**src/core/hcr_regs.svh**
```systemverilog
// Purpose: Shared constants of the command/result port and its host bridge
// Assumes: Included by bare name from the package and both ends
// Notes:   Link selects, status bits, command codes and host offsets
`ifndef HCR_REGS_SVH
`define HCR_REGS_SVH
// ==========================================================
// Link register selects (two address bits)
`define HCR_SEL_CMD 2'h0
`define HCR_SEL_PARAM 2'h1
`define HCR_SEL_TXIR 2'h2
`define HCR_SEL_RXIR 2'h3
// ==========================================================
// Status word bit positions
`define HCR_ST_BUSY 7
`define HCR_ST_CMD_FULL 6
`define HCR_ST_PAR_FULL 5
`define HCR_ST_RES_FULL 4
`define HCR_ST_RX_ATTN 3
`define HCR_ST_TX_ATTN 2
`define HCR_ST_RX_AVAIL 1
`define HCR_ST_TX_AVAIL 0
// ==========================================================
// Command codes
`define HCR_CMD_SET_MODE 8'h91
`define HCR_CMD_RST_MODE 8'h51
`define HCR_CMD_SET_SIO 8'hA0
`define HCR_CMD_RST_SIO 8'h60
`define HCR_CMD_SET_OBD 8'hA4
`define HCR_CMD_RST_OBD 8'h64
`define HCR_CMD_SET_XFER 8'h97
`define HCR_CMD_RST_XFER 8'h57
`define HCR_CMD_RECEIVE 8'hC0
`define HCR_CMD_TRANSMIT 8'hC8
`define HCR_CMD_READ_PORTA 8'h22
`define HCR_MAX_PARAMS 3'h4
// ==========================================================
// Mode bits, frame bytes and result codes
`define HCR_MODE_HDLC 5
`define HCR_MODE_BUFFERED 2
`define HCR_MODE_RESET 8'h00
`define HCR_FLAG_BYTE 8'h7E
`define HCR_FCS_BYTE 8'h00
`define HCR_TX_DONE_CODE 8'h0C
`define HCR_RX_DONE_CODE 5'h00
`define HCR_RX_ABORT_CODE 5'h08
`define HCR_ABORT_RUN_HDLC 4'h7
`define HCR_ABORT_RUN_SDLC 4'h8
// ==========================================================
// Host APB offsets
`define HCR_APB_STATUS 8'h00
`define HCR_APB_RESULT 8'h04
`define HCR_APB_TXIR 8'h08
`define HCR_APB_RXIR 8'h0C
`define HCR_APB_RXDATA 8'h10
`define HCR_APB_PINS 8'h14
`endif

```
**src/core/hcr_pkg.sv**
```systemverilog
// Purpose: Types shared by both ends of the command/result port
// Assumes: Constants come from hcr_regs.svh
// Notes:   Host and buffered-transmit state encodings are Gray along the usual path
package hcr_pkg;
`include "hcr_regs.svh"
   typedef enum logic [1:0] {HCR_CS_IDLE = 2'h0, HCR_CS_PARAM = 2'h1, HCR_CS_EXEC = 2'h3} hcr_cmd_state_type;
   typedef enum logic [2:0] {HCR_TX_IDLE = 3'h0, HCR_TX_FLAG = 3'h1, HCR_TX_ADDR = 3'h3, HCR_TX_CTRL = 3'h2,
      HCR_TX_DATA = 3'h6, HCR_TX_FCS = 3'h7, HCR_TX_CLOSE = 3'h5, HCR_TX_DONE = 3'h4} hcr_tx_state_type;
   typedef enum logic [1:0] {HCR_KIND_FLAG = 2'h0, HCR_KIND_DATA = 2'h1, HCR_KIND_FCS = 2'h2} hcr_kind_type;
   typedef enum logic [1:0] {HCR_HS_IDLE = 2'h0, HCR_HS_STRB = 2'h1, HCR_HS_CAPT = 2'h3, HCR_HS_RESP = 2'h2} hcr_host_state_type;
endpackage

```
**src/core/hcr_link_if.sv**
```systemverilog
// Purpose: Parallel microprocessor bus between host bridge and controller
// Assumes: All strobes are synchronous to the shared clock
// Notes:   Active-low strobes, one cycle per access
`timescale 1ns/1ns
interface hcr_link_if;
   logic cs_n;
   logic rd_n;
   logic wr_n;
   logic [1:0] addr;
   logic [7:0] wdata;
   logic tx_dack_n;
   logic rx_dack_n;
   logic [7:0] rdata;
   logic tx_int;
   logic rx_int;
   logic tx_drq;
   logic rx_drq;
   modport dev (input cs_n, rd_n, wr_n, addr, wdata, tx_dack_n, rx_dack_n,
      output rdata, tx_int, rx_int, tx_drq, rx_drq);
   modport host (output cs_n, rd_n, wr_n, addr, wdata, tx_dack_n, rx_dack_n,
      input rdata, tx_int, rx_int, tx_drq, rx_drq);
endinterface // hcr_link_if

```
**src/core/hcr_device.sv**
```systemverilog
// Purpose: Command, status and result sequencer of the frame controller
// Assumes: Strobes last one cycle; serial line logic sits outside
// Notes:   Byte-level frame stream out, bit-level receive tap for abort
`timescale 1ns/1ns
`include "hcr_regs.svh"
// Contract
// - Status word bit order busy to tx-avail
// - Busy set on command, cleared after params
// - Host never writes command while busy
// - Command-full cleared when byte taken
// - Parameter-full cleared when byte accepted
// - Host sends at most four parameters
// - Result-full set on immediate result, read clears
// - Receive attention mirrors pin, read clears
// - Transmit attention mirrors pin, result read or data write clears
// - Result-available set on load, read clears
// - Execute after last parameter, per-byte interrupts
// - Result phase on success or error
// - Immediate or interrupt result register placement
// - Code top bits zero except receive
// - Host reads every result byte
// - Duplex operation, one command sequence only
// - Buffered transmit: flag, address, control, data
// - Unbuffered transmit: flag, fields, FCS, flag
// - Unbuffered receive delivers all but flags/FCS
// - HDLC abort on seven consecutive ones
// - Set ORs mask, reset ANDs mask
// - One-bit delay entered at character boundary
// - Attention without result means data request
module hcr_device (
   // Clock and reset
   input wire logic ref_clk_in,
   input wire logic rst_n_in,
   // Host bus
   hcr_link_if.dev link,
   // Modem input port
   input wire logic [7:0] port_a_in,
   // Transmit byte stream to line logic
   output logic [7:0] tx_byte_out,
   output hcr_pkg::hcr_kind_type tx_kind_out,
   output logic tx_valid_out,
   input wire logic tx_ready_in,
   // Receive byte stream from line logic
   input wire logic [7:0] rx_byte_in,
   input wire logic rx_byte_valid_in,
   input wire logic rx_end_in,
   input wire logic [2:0] rx_end_bits_in,
   // Receive bit tap and one-bit repeater
   input wire logic rx_bit_in,
   input wire logic rx_bit_valid_in,
   output logic delay_bit_out,
   output logic delay_bit_valid_out,
   output logic abort_out,
   // Mode registers
   output logic [7:0] op_mode_out,
   output logic [7:0] sio_mode_out,
   output logic xfer_mode_out
);
   import hcr_pkg::*;

   // ==========================================================
   // Bus decode
   wire wr_cs = !link.cs_n && !link.wr_n;
   wire rd_cs = !link.cs_n && !link.rd_n;
   wire cmd_wr = wr_cs && link.addr == `HCR_SEL_CMD;
   wire par_wr = wr_cs && link.addr == `HCR_SEL_PARAM;
   wire res_rd = rd_cs && link.addr == `HCR_SEL_PARAM;
   wire txir_rd = rd_cs && link.addr == `HCR_SEL_TXIR;
   wire rxir_rd = rd_cs && link.addr == `HCR_SEL_RXIR;
   wire txd_wr = !link.tx_dack_n && !link.wr_n;
   wire rxd_rd = !link.rx_dack_n && !link.rd_n;

   logic busy, cmd_full, par_full, res_full, tx_avail;
   logic [7:0] cmd_buf, par_buf, cmd_q, result_q, tx_ir;
   logic [7:0] par_q [0:3];
   logic [2:0] par_cnt;
   hcr_cmd_state_type cmd_state;
   logic obd_req, obd_on, tx_start, rx_start;
   hcr_tx_state_type tx_state;
   logic [15:0] tx_left, rx_cnt;
   logic [7:0] tx_buf, rx_data, rx_a, rx_c;
   logic tx_full, rx_on, rx_full;
   logic [1:0] rx_hdr;
   logic [7:0] rq [0:4];
   logic [2:0] rq_len, rq_ptr;
   logic [3:0] ones;
   logic [2:0] bit_pos;
   logic prev_bit;

   wire buffered = op_mode_out[`HCR_MODE_BUFFERED];
   wire rx_avail = rq_ptr != rq_len;
   wire tx_req = tx_state == HCR_TX_DATA && !tx_full && tx_left != 16'h0000;
   wire [3:0] abort_run = op_mode_out[`HCR_MODE_HDLC] ? `HCR_ABORT_RUN_HDLC : `HCR_ABORT_RUN_SDLC;
   wire [3:0] ones_inc = ones + 4'h1;
   wire abort_hit = rx_bit_valid_in && rx_bit_in && ones_inc == abort_run;
   wire [7:0] status = {busy, cmd_full, par_full, res_full,
      link.rx_int, link.tx_int, rx_avail, tx_avail};

   // Data requests go to DMA or, in data transfer mode, to the attention pins
   assign link.tx_int = tx_avail || (tx_req && xfer_mode_out);
   assign link.rx_int = rx_avail || (rx_full && xfer_mode_out);
   assign link.tx_drq = tx_req && !xfer_mode_out;
   assign link.rx_drq = rx_full && !xfer_mode_out;

   function automatic logic [2:0] params_needed(input logic [7:0] code, input logic buf_mode);
      case (code)
         `HCR_CMD_SET_MODE, `HCR_CMD_RST_MODE, `HCR_CMD_SET_SIO, `HCR_CMD_RST_SIO: params_needed = 3'h1;
         `HCR_CMD_RECEIVE: params_needed = 3'h2;
         `HCR_CMD_TRANSMIT: params_needed = buf_mode ? `HCR_MAX_PARAMS : 3'h2;
         default: params_needed = 3'h0;
      endcase
   endfunction

   wire [2:0] need_now = params_needed(cmd_buf, buffered);
   wire [2:0] need_q = params_needed(cmd_q, buffered);

   // ==========================================================
   // Command phase
   always_ff @(posedge ref_clk_in or negedge rst_n_in) begin
      if (!rst_n_in) begin
         busy <= 1'h0;
         cmd_full <= 1'h0;
         par_full <= 1'h0;
         res_full <= 1'h0;
         cmd_buf <= 8'h00;
         par_buf <= 8'h00;
         cmd_q <= 8'h00;
         result_q <= 8'h00;
         par_cnt <= 3'h0;
         cmd_state <= HCR_CS_IDLE;
         op_mode_out <= `HCR_MODE_RESET;
         sio_mode_out <= `HCR_MODE_RESET;
         xfer_mode_out <= 1'h0;
         obd_req <= 1'h0;
         tx_start <= 1'h0;
         rx_start <= 1'h0;
         for (int i = 0; i < 4; i++) begin
            par_q[i] <= 8'h00;
         end
      end else begin
         tx_start <= 1'h0;
         rx_start <= 1'h0;
         if (res_rd) begin
            res_full <= 1'h0;
         end
         case (cmd_state)
            HCR_CS_IDLE: begin
               if (cmd_full) begin
                  cmd_full <= 1'h0;
                  cmd_q <= cmd_buf;
                  par_cnt <= 3'h0;
                  cmd_state <= (need_now == 3'h0) ? HCR_CS_EXEC : HCR_CS_PARAM;
               end
            end
            HCR_CS_PARAM: begin
               if (par_full) begin
                  par_full <= 1'h0;
                  par_q[par_cnt[1:0]] <= par_buf;
                  par_cnt <= par_cnt + 3'h1;
                  if (par_cnt + 3'h1 == need_q) begin
                     cmd_state <= HCR_CS_EXEC;
                  end
               end
            end
            HCR_CS_EXEC: begin
               busy <= 1'h0;
               cmd_state <= HCR_CS_IDLE;
               case (cmd_q)
                  `HCR_CMD_SET_MODE: op_mode_out <= op_mode_out | par_q[0];
                  `HCR_CMD_RST_MODE: op_mode_out <= op_mode_out & par_q[0];
                  `HCR_CMD_SET_SIO: sio_mode_out <= sio_mode_out | par_q[0];
                  `HCR_CMD_RST_SIO: sio_mode_out <= sio_mode_out & par_q[0];
                  `HCR_CMD_SET_OBD: obd_req <= 1'h1;
                  `HCR_CMD_RST_OBD: obd_req <= 1'h0;
                  `HCR_CMD_SET_XFER: xfer_mode_out <= 1'h1;
                  `HCR_CMD_RST_XFER: xfer_mode_out <= 1'h0;
                  `HCR_CMD_RECEIVE: rx_start <= 1'h1;
                  `HCR_CMD_TRANSMIT: tx_start <= 1'h1;
                  `HCR_CMD_READ_PORTA: begin
                     result_q <= port_a_in;
                     res_full <= 1'h1;
                  end
                  default: ;
               endcase
            end
            default: cmd_state <= HCR_CS_IDLE;
         endcase
         // A new write wins over the take in the same cycle
         if (cmd_wr) begin
            cmd_buf <= link.wdata;
            cmd_full <= 1'h1;
            busy <= 1'h1;
         end
         if (par_wr) begin
            par_buf <= link.wdata;
            par_full <= 1'h1;
         end
      end
   end

   // ==========================================================
   // Read data
   always_ff @(posedge ref_clk_in or negedge rst_n_in) begin
      if (!rst_n_in) begin
         link.rdata <= 8'h00;
      end else if (rxd_rd) begin
         link.rdata <= rx_data;
      end else if (rd_cs) begin
         case (link.addr)
            `HCR_SEL_CMD: link.rdata <= status;
            `HCR_SEL_PARAM: link.rdata <= result_q;
            `HCR_SEL_TXIR: link.rdata <= tx_ir;
            default: link.rdata <= rq[rq_ptr];
         endcase
      end
   end

   // ==========================================================
   // Transmit framing
   wire tx_free = !tx_valid_out || tx_ready_in;
   always_ff @(posedge ref_clk_in or negedge rst_n_in) begin
      if (!rst_n_in) begin
         tx_state <= HCR_TX_IDLE;
         tx_left <= 16'h0000;
         tx_buf <= 8'h00;
         tx_full <= 1'h0;
         tx_avail <= 1'h0;
         tx_ir <= 8'h00;
         tx_byte_out <= 8'h00;
         tx_kind_out <= HCR_KIND_FLAG;
         tx_valid_out <= 1'h0;
      end else begin
         if (tx_valid_out && tx_ready_in) begin
            tx_valid_out <= 1'h0;
         end
         if (txir_rd) begin
            tx_avail <= 1'h0;
         end
         case (tx_state)
            HCR_TX_IDLE: begin
               if (tx_start) begin
                  tx_left <= {par_q[1], par_q[0]};
                  tx_state <= HCR_TX_FLAG;
               end
            end
            HCR_TX_FLAG: if (tx_free) begin
               tx_byte_out <= `HCR_FLAG_BYTE;
               tx_kind_out <= HCR_KIND_FLAG;
               tx_valid_out <= 1'h1;
               tx_state <= buffered ? HCR_TX_ADDR : HCR_TX_DATA;
            end
            HCR_TX_ADDR: if (tx_free) begin
               tx_byte_out <= par_q[2];
               tx_kind_out <= HCR_KIND_DATA;
               tx_valid_out <= 1'h1;
               tx_state <= HCR_TX_CTRL;
            end
            HCR_TX_CTRL: if (tx_free) begin
               tx_byte_out <= par_q[3];
               tx_kind_out <= HCR_KIND_DATA;
               tx_valid_out <= 1'h1;
               tx_state <= HCR_TX_DATA;
            end
            HCR_TX_DATA: begin
               if (tx_left == 16'h0000) begin
                  tx_state <= HCR_TX_FCS;
               end else if (tx_full && tx_free) begin
                  tx_byte_out <= tx_buf;
                  tx_kind_out <= HCR_KIND_DATA;
                  tx_valid_out <= 1'h1;
                  tx_full <= 1'h0;
                  tx_left <= tx_left - 16'h0001;
               end
            end
            HCR_TX_FCS: if (tx_free) begin
               tx_byte_out <= `HCR_FCS_BYTE;
               tx_kind_out <= HCR_KIND_FCS;
               tx_valid_out <= 1'h1;
               tx_state <= HCR_TX_CLOSE;
            end
            HCR_TX_CLOSE: if (tx_free) begin
               tx_byte_out <= `HCR_FLAG_BYTE;
               tx_kind_out <= HCR_KIND_FLAG;
               tx_valid_out <= 1'h1;
               tx_state <= HCR_TX_DONE;
            end
            HCR_TX_DONE: begin
               tx_ir <= `HCR_TX_DONE_CODE;
               tx_avail <= 1'h1;
               tx_state <= HCR_TX_IDLE;
            end
            default: tx_state <= HCR_TX_IDLE;
         endcase
         if (txd_wr && tx_req) begin
            tx_buf <= link.wdata;
            tx_full <= 1'h1;
         end
      end
   end

   // ==========================================================
   // Receive delivery and results
   always_ff @(posedge ref_clk_in or negedge rst_n_in) begin
      if (!rst_n_in) begin
         rx_on <= 1'h0;
         rx_cnt <= 16'h0000;
         rx_hdr <= 2'h0;
         rx_a <= 8'h00;
         rx_c <= 8'h00;
         rx_data <= 8'h00;
         rx_full <= 1'h0;
         rq_len <= 3'h0;
         rq_ptr <= 3'h0;
         for (int i = 0; i < 5; i++) begin
            rq[i] <= 8'h00;
         end
      end else begin
         if (rxd_rd) begin
            rx_full <= 1'h0;
         end
         if (rxir_rd && rx_avail) begin
            rq_ptr <= rq_ptr + 3'h1;
         end
         if (rx_start) begin
            rx_on <= 1'h1;
            rx_cnt <= 16'h0000;
            rx_hdr <= 2'h0;
         end else if (rx_on && (abort_hit || rx_end_in)) begin
            rx_on <= 1'h0;
            rq_ptr <= 3'h0;
            rq[0] <= abort_hit ? {3'h0, `HCR_RX_ABORT_CODE} : {rx_end_bits_in, `HCR_RX_DONE_CODE};
            rq[1] <= rx_cnt[7:0];
            rq[2] <= rx_cnt[15:8];
            rq[3] <= rx_a;
            rq[4] <= rx_c;
            rq_len <= abort_hit ? 3'h1 : (buffered ? 3'h5 : 3'h3);
         end else if (rx_on && rx_byte_valid_in) begin
            if (buffered && rx_hdr == 2'h0) begin
               rx_a <= rx_byte_in;
               rx_hdr <= 2'h1;
            end else if (buffered && rx_hdr == 2'h1) begin
               rx_c <= rx_byte_in;
               rx_hdr <= 2'h2;
            end else begin
               rx_data <= rx_byte_in;
               rx_full <= 1'h1;
               rx_cnt <= rx_cnt + 16'h0001;
            end
         end
      end
   end

   // ==========================================================
   // Abort detect and one-bit repeater
   always_ff @(posedge ref_clk_in or negedge rst_n_in) begin
      if (!rst_n_in) begin
         ones <= 4'h0;
         bit_pos <= 3'h0;
         prev_bit <= 1'h1;
         obd_on <= 1'h0;
         delay_bit_out <= 1'h1;
         delay_bit_valid_out <= 1'h0;
         abort_out <= 1'h0;
      end else begin
         abort_out <= abort_hit;
         delay_bit_valid_out <= 1'h0;
         if (!obd_req) begin
            obd_on <= 1'h0;
         end
         if (rx_bit_valid_in) begin
            // Saturate so a long idle run reports a single abort
            ones <= !rx_bit_in ? 4'h0 : (ones == 4'hF ? ones : ones_inc);
            bit_pos <= bit_pos + 3'h1;
            prev_bit <= rx_bit_in;
            if (obd_req && !obd_on && bit_pos == 3'h0) begin
               obd_on <= 1'h1;
            end
            if (obd_on) begin
               delay_bit_out <= prev_bit;
               delay_bit_valid_out <= 1'h1;
            end
         end
      end
   end
endmodule // hcr_device

```
**src/flat_wrapper.sv**
```systemverilog
// flat-port wrapper written by rule: the top's interface ports become plain ports
module hcr_device_flat import hcr_pkg::*;
  (ref_clk_in, rst_n_in, port_a_in, tx_byte_out, tx_kind_out, tx_valid_out, tx_ready_in, rx_byte_in, rx_byte_valid_in, rx_end_in, rx_end_bits_in, rx_bit_in, rx_bit_valid_in, delay_bit_out, delay_bit_valid_out, abort_out, op_mode_out, sio_mode_out, xfer_mode_out, link_cs_n, link_rd_n, link_wr_n, link_addr, link_wdata, link_tx_dack_n, link_rx_dack_n, link_rdata, link_tx_int, link_rx_int, link_tx_drq, link_rx_drq);
  hcr_link_if link_i ();
  input wire logic ref_clk_in;
  input wire logic rst_n_in;
  input wire logic [7:0] port_a_in;
  output logic [7:0] tx_byte_out;
  output hcr_pkg::hcr_kind_type tx_kind_out;
  output logic tx_valid_out;
  input wire logic tx_ready_in;
  input wire logic [7:0] rx_byte_in;
  input wire logic rx_byte_valid_in;
  input wire logic rx_end_in;
  input wire logic [2:0] rx_end_bits_in;
  input wire logic rx_bit_in;
  input wire logic rx_bit_valid_in;
  output logic delay_bit_out;
  output logic delay_bit_valid_out;
  output logic abort_out;
  output logic [7:0] op_mode_out;
  output logic [7:0] sio_mode_out;
  output logic xfer_mode_out;
  input wire logic [$bits(link_i.cs_n)-1:0] link_cs_n;
  input wire logic [$bits(link_i.rd_n)-1:0] link_rd_n;
  input wire logic [$bits(link_i.wr_n)-1:0] link_wr_n;
  input wire logic [$bits(link_i.addr)-1:0] link_addr;
  input wire logic [$bits(link_i.wdata)-1:0] link_wdata;
  input wire logic [$bits(link_i.tx_dack_n)-1:0] link_tx_dack_n;
  input wire logic [$bits(link_i.rx_dack_n)-1:0] link_rx_dack_n;
  output wire logic [$bits(link_i.rdata)-1:0] link_rdata;
  output wire logic [$bits(link_i.tx_int)-1:0] link_tx_int;
  output wire logic [$bits(link_i.rx_int)-1:0] link_rx_int;
  output wire logic [$bits(link_i.tx_drq)-1:0] link_tx_drq;
  output wire logic [$bits(link_i.rx_drq)-1:0] link_rx_drq;
  assign link_i.cs_n = link_cs_n;
  assign link_i.rd_n = link_rd_n;
  assign link_i.wr_n = link_wr_n;
  assign link_i.addr = link_addr;
  assign link_i.wdata = link_wdata;
  assign link_i.tx_dack_n = link_tx_dack_n;
  assign link_i.rx_dack_n = link_rx_dack_n;
  assign link_rdata = link_i.rdata;
  assign link_tx_int = link_i.tx_int;
  assign link_rx_int = link_i.rx_int;
  assign link_tx_drq = link_i.tx_drq;
  assign link_rx_drq = link_i.rx_drq;
  hcr_device u_core (.ref_clk_in(ref_clk_in), .rst_n_in(rst_n_in), .link(link_i), .port_a_in(port_a_in), .tx_byte_out(tx_byte_out), .tx_kind_out(tx_kind_out), .tx_valid_out(tx_valid_out), .tx_ready_in(tx_ready_in), .rx_byte_in(rx_byte_in), .rx_byte_valid_in(rx_byte_valid_in), .rx_end_in(rx_end_in), .rx_end_bits_in(rx_end_bits_in), .rx_bit_in(rx_bit_in), .rx_bit_valid_in(rx_bit_valid_in), .delay_bit_out(delay_bit_out), .delay_bit_valid_out(delay_bit_valid_out), .abort_out(abort_out), .op_mode_out(op_mode_out), .sio_mode_out(sio_mode_out), .xfer_mode_out(xfer_mode_out));
endmodule
```
**config.mk**
```make
export PLATFORM = sky130hd
export DESIGN_NAME = hcr_device_flat
export DESIGN_NICKNAME = d
export VERILOG_FILES = /design/src/core/hcr_pkg.sv /design/src/core/hcr_link_if.sv /design/src/core/hcr_device.sv /design/src/flat_wrapper.sv
export VERILOG_INCLUDE_DIRS = /design/src /design/src/core
export SDC_FILE = /design/constraint.sdc
export NUM_CORES = 1
export LEC_CHECK = 0
export BUFFER_PORTS_ARGS = -buffer_cell sky130_fd_sc_hd__buf_2
export CORE_MARGIN = 2
export CORE_UTILIZATION = 30
export CTS_CLUSTER_DIAMETER = 200
export CTS_CLUSTER_SIZE = 28
export DETAILED_ROUTE_END_ITERATION = 10
export PLACE_DENSITY_LB_ADDON = 0.2
export SLEW_MARGIN = 40
export SYNTH_ARGS = -nofsm -noshare
export SYNTH_HDL_FRONTEND = slang
export SYNTH_SLANG_ARGS = --single-unit
```
**constraint.sdc**
```tcl
create_clock -name ref_clk_in -period 3.9 [get_ports ref_clk_in]
set_input_delay 0.78 -clock ref_clk_in [delete_from_list [all_inputs] [get_ports ref_clk_in]]
set_output_delay 0.78 -clock ref_clk_in [all_outputs]
set_load 0.05 [all_outputs]
```
==> summary.md <==
- sequential share of the synthesized area: 52.8%
- data arrival time of the worst path: 2530 ps
- cell area power density: 552 mW/mm2
- slowest stage cell on the critical path: nor4_4
- R2R depth: 6
- average vias per placed instance: 4.98
- fraction of power consumed by sequential logic: 49.9%
- Avg Inst Size Synth: 11.3 um2
- crit path time final: 3310 ps
- path category of the worst min-delay check: input pin to asynchronous set/reset pin
- floorplan die area: 0.0395 mm2
- share of total power consumed by net switching: 36.6%
- y dimension of the die: 199 um
- final wirelength: 29.5 mm
- GP Congestion: 0.786
- most frequent cells in the layout: dfrtp_1, mux2_2, nor2_1
- Port Buffer Count: 83
- maximum fanout encountered on the critical timing path: 9
- number of buffers created by CTS: 12
- number of enable-type register cells in the synthesized netlist: 0
- switching power: 2.58 mW
- pin count of the biggest net entering global routing: 93
- TritonCTS clock tree: done
- total negative slack for setup checks: 0 ps
- Post-Synthesis Net Count: 1056
- type of destination of the critical path: primary output
- most common flop cell mapped by yosys: dfrtp_1
- count of fill cells added during filler insertion: 3838
- horizontal extent of the die: 199 um
- combinational group share of total power: 29.2%
- cell at the root of the clock tree: clkbuf_16
- starting density of the core: 30.3%
- Tot GR Track Use: 15.0%
- Distinct cells, synth: 72
- worst clock skew: 20.5 ps
- Top delay family on crit path: simple AND/OR/NAND/NOR gates
- Clock Latency Late Sink: 490 ps
- Layout Nets: 1129
- number of instances in the synthesized netlist: 1004
- half-perimeter wire length of the detailed placement result: 20.7 mm
- DRC violations left: 0
- register bit total from synthesis: 240
- Iter 0 DRT Violations: 475
- number of antenna violations at the first check in global routing: 1
- number of failing setup endpoints in the final timing report: 0
- Tightest Pin Transition: 802 ps
- reported max-cap violation count: 0
- maximum clock rate: 302 MHz
- via total after detailed routing: 7928
- TritonRoute pass-1 iters: 4
- area of the mapped netlist: 0.0114 mm2
- CTS sink cnt: 240
- cell internal pwr: 4.47 mW
- routed length per instance: 18.5 um
- number of warnings reported in the yosys synthesis log: 0
- total number of placement rows: 71
- Antenna diodes: 0
- required time of the critical path: 3120 ps
- wire length of the first global-routing pass: 46.6 mm
- maximum buffer depth of the clock tree: 3
- number of top-level design ports: 84
- async set-reset flop share out of synthesis: 100%
- ratio of cells with drive above 1 in the final layout: 26.2%
- worst-case vdd ir drop: 0.000219 V
- post-route fraction of the period consumed by the critical path: 84.8%
- aggregate global routing overflow: 0
- depth of the critical timing path with buffers and inverters included: 5
- count of pins over their slew limit: 0
- proportion of power drawn by the clock network: 20.9%
- core area: 0.0375 mm2
- reported leakage power: 5.85 nW
- count of nets left with antenna violations after detail routing: 0
- Sequential cell area: 0.00601 mm2
- Post-Place Worst Slack: 834 ps
- startpoint types: register
- outcome: finished, final reports clean
- Area Overhead vs Synth: 12.3%
- post-cts resize count: 0
- final setup slack of the worst path: 593 ps
- maximum cell stage delay along the critical path: 560 ps
- RSZ-0062 raised after global routing: no
- via count of the first global-routing pass: 7775
- area of the multi-input gates: 0.00508 mm2
- startpoint-to-endpoint class of the critical path: register to primary output
- CTS H-tree depth: 1
- most common cell after layout, fill and taps aside: dfrtp_1
- tightest slew margin relative to the limit: 46.0%
- Post CTS Setup Buffer Count: 0
- endpoints failing hold: 0
- hold-fix buffer count after cts: 0
- critical path cell sequence: nor4_4 -> and4_1 -> nor2_1 -> a21o_1 -> buf_2
- clock input transition at the sequential cells of the worst setup and hold paths: 120 ps
- count of buffer and inverter cells on the critical path: 1
per-stage QoR:
stage               hold slack [ps]  cells  power (mW)  instance area [um2]  util, %
global placement                461   1573        5.60                12400     33.1
detailed placement              467   1573        5.64                12400     33.1
floorplan                       446   1004        4.95                11400        -
global route                   89.6   1591        7.52                12800     34.1
CTS                             335   1590        7.15                12700     34.0
finish                          112   1591        7.05                12800     34.1
per-layer routing:
metal	vias to the layer above	GRT usage, %	share of wire [%]
met5	-	0	0.044
met4	2	2.68	1.2
met2	127	22.9	45
li1	3783	-	-
met3	25	1.75	3.5
met1	3991	23.0	51
worst paths after layout:
kind / slack [ps] / start / to
min in group ref_clk_in: 480 / u_core.bit_pos[2]$_DFFE_PN0P_ / u_core.bit_pos[2]$_DFFE_PN0P_
setup / recovery: 590 / u_core.tx_left[4]$_DFFE_PN0P_ / link_tx_int
hold reg to reg: 480 / u_core.bit_pos[2]$_DFFE_PN0P_ / u_core.bit_pos[2]$_DFFE_PN0P_
hold / removal: 110 / rst_n_in / u_core.tx_left[7]$_DFFE_PN0P_
max in group asynchronous: 2640 / rst_n_in / u_core.result_q[7]$_DFFE_PN0P_
setup reg to reg: 970 / u_core.ones[0]$_DFFE_PN0P_ / u_core.rx_data[3]$_DFFE_PN0P_
cells in the mapped netlist, types with 11 or more instances:
cell / instances / share of area, %
nor2b_1: 13 / 0.72
o21ai_0: 52 / 2.3
mux2_4: 14 / 1.8
mux2_2: 127 / 13
a22o_1: 13 / 1.0
o31ai_1: 11 / 0.73
mux2i_1: 18 / 1.6
ha_1: 11 / 1.2
inv_1: 20 / 0.66
clkbuf_1: 33 / 1.1
nand3_1: 17 / 0.75
a21oi_1: 75 / 3.3
dfrtp_1: 238 / 52
nor2_1: 94 / 3.1
nand2_1: 66 / 2.2
nor3_1: 13 / 0.57
power by group through the flow:
stage / Sequential (mW) / Clock, mW / Combinational [mW]
4_1_cts: 3.52 / 1.55 / 2.07
6_report: 3.52 / 1.47 / 2.06
5_1_grt: 3.60 / 1.63 / 2.29
2_1_floorplan: 3.58 / 0 / 1.38
3_3_place_gp: 3.56 / 0 / 2.04
3_5_place_dp: 3.58 / 0 / 2.06
cells by family after synthesis:
kind of cell             count (synthesis)  synth area share, %
AO/OA/AOI/OAI                          219                 12.2
XOR/XNOR                                12                0.924
AND/OR/NAND/NOR                        293                 13.5
buffers and inverters                   65                 2.52
adder cells (fa/ha/maj)                 11                 1.21
flip-flops                             240                 52.8
multiplexers                           164                 16.9
worst register-to-register path: stages (launching register included):
cell and delay [ps]:
dfrtp_1 460, ha_1 340, nand4b_1 170, or3_4 360
o211ai_4 540, or3_1 540, mux2_2 400
flip-flops by register name, indices dropped and copies added, names as in the netlist, 4 cells and up, named ones only:
register             count
u_core.tx_left          16
u_core.cmd_buf           8
u_core.par_buf           8
u_core.op_mode_out       8
u_core.ones              4
u_core.tx_byte_out       8
u_core.tx_buf            8
u_core.rq               36
u_core.cmd_q             8
u_core.rx_data           8
u_core.par_q            32
u_core.rx_c              8
u_core.sio_mode_out      8
u_core.rx_a              8
u_core.link.rdata        8
u_core.rx_cnt           16
u_core.result_q          8
cell type report:
| type | instances | area share (%) |
|---|---|---|
| inverter | 20 | 0.588 |
| sequential | 240 | 47.1 |
| clock inverter | 1 | 0.127 |
| tap | 511 | 5.01 |
| clock buffer | 16 | 2.64 |
| multi-input combinational | 699 | 39.8 |
| timing repair buffer | 104 | 4.82 |
No activity file was read; power rests on OpenSTA's default activity.
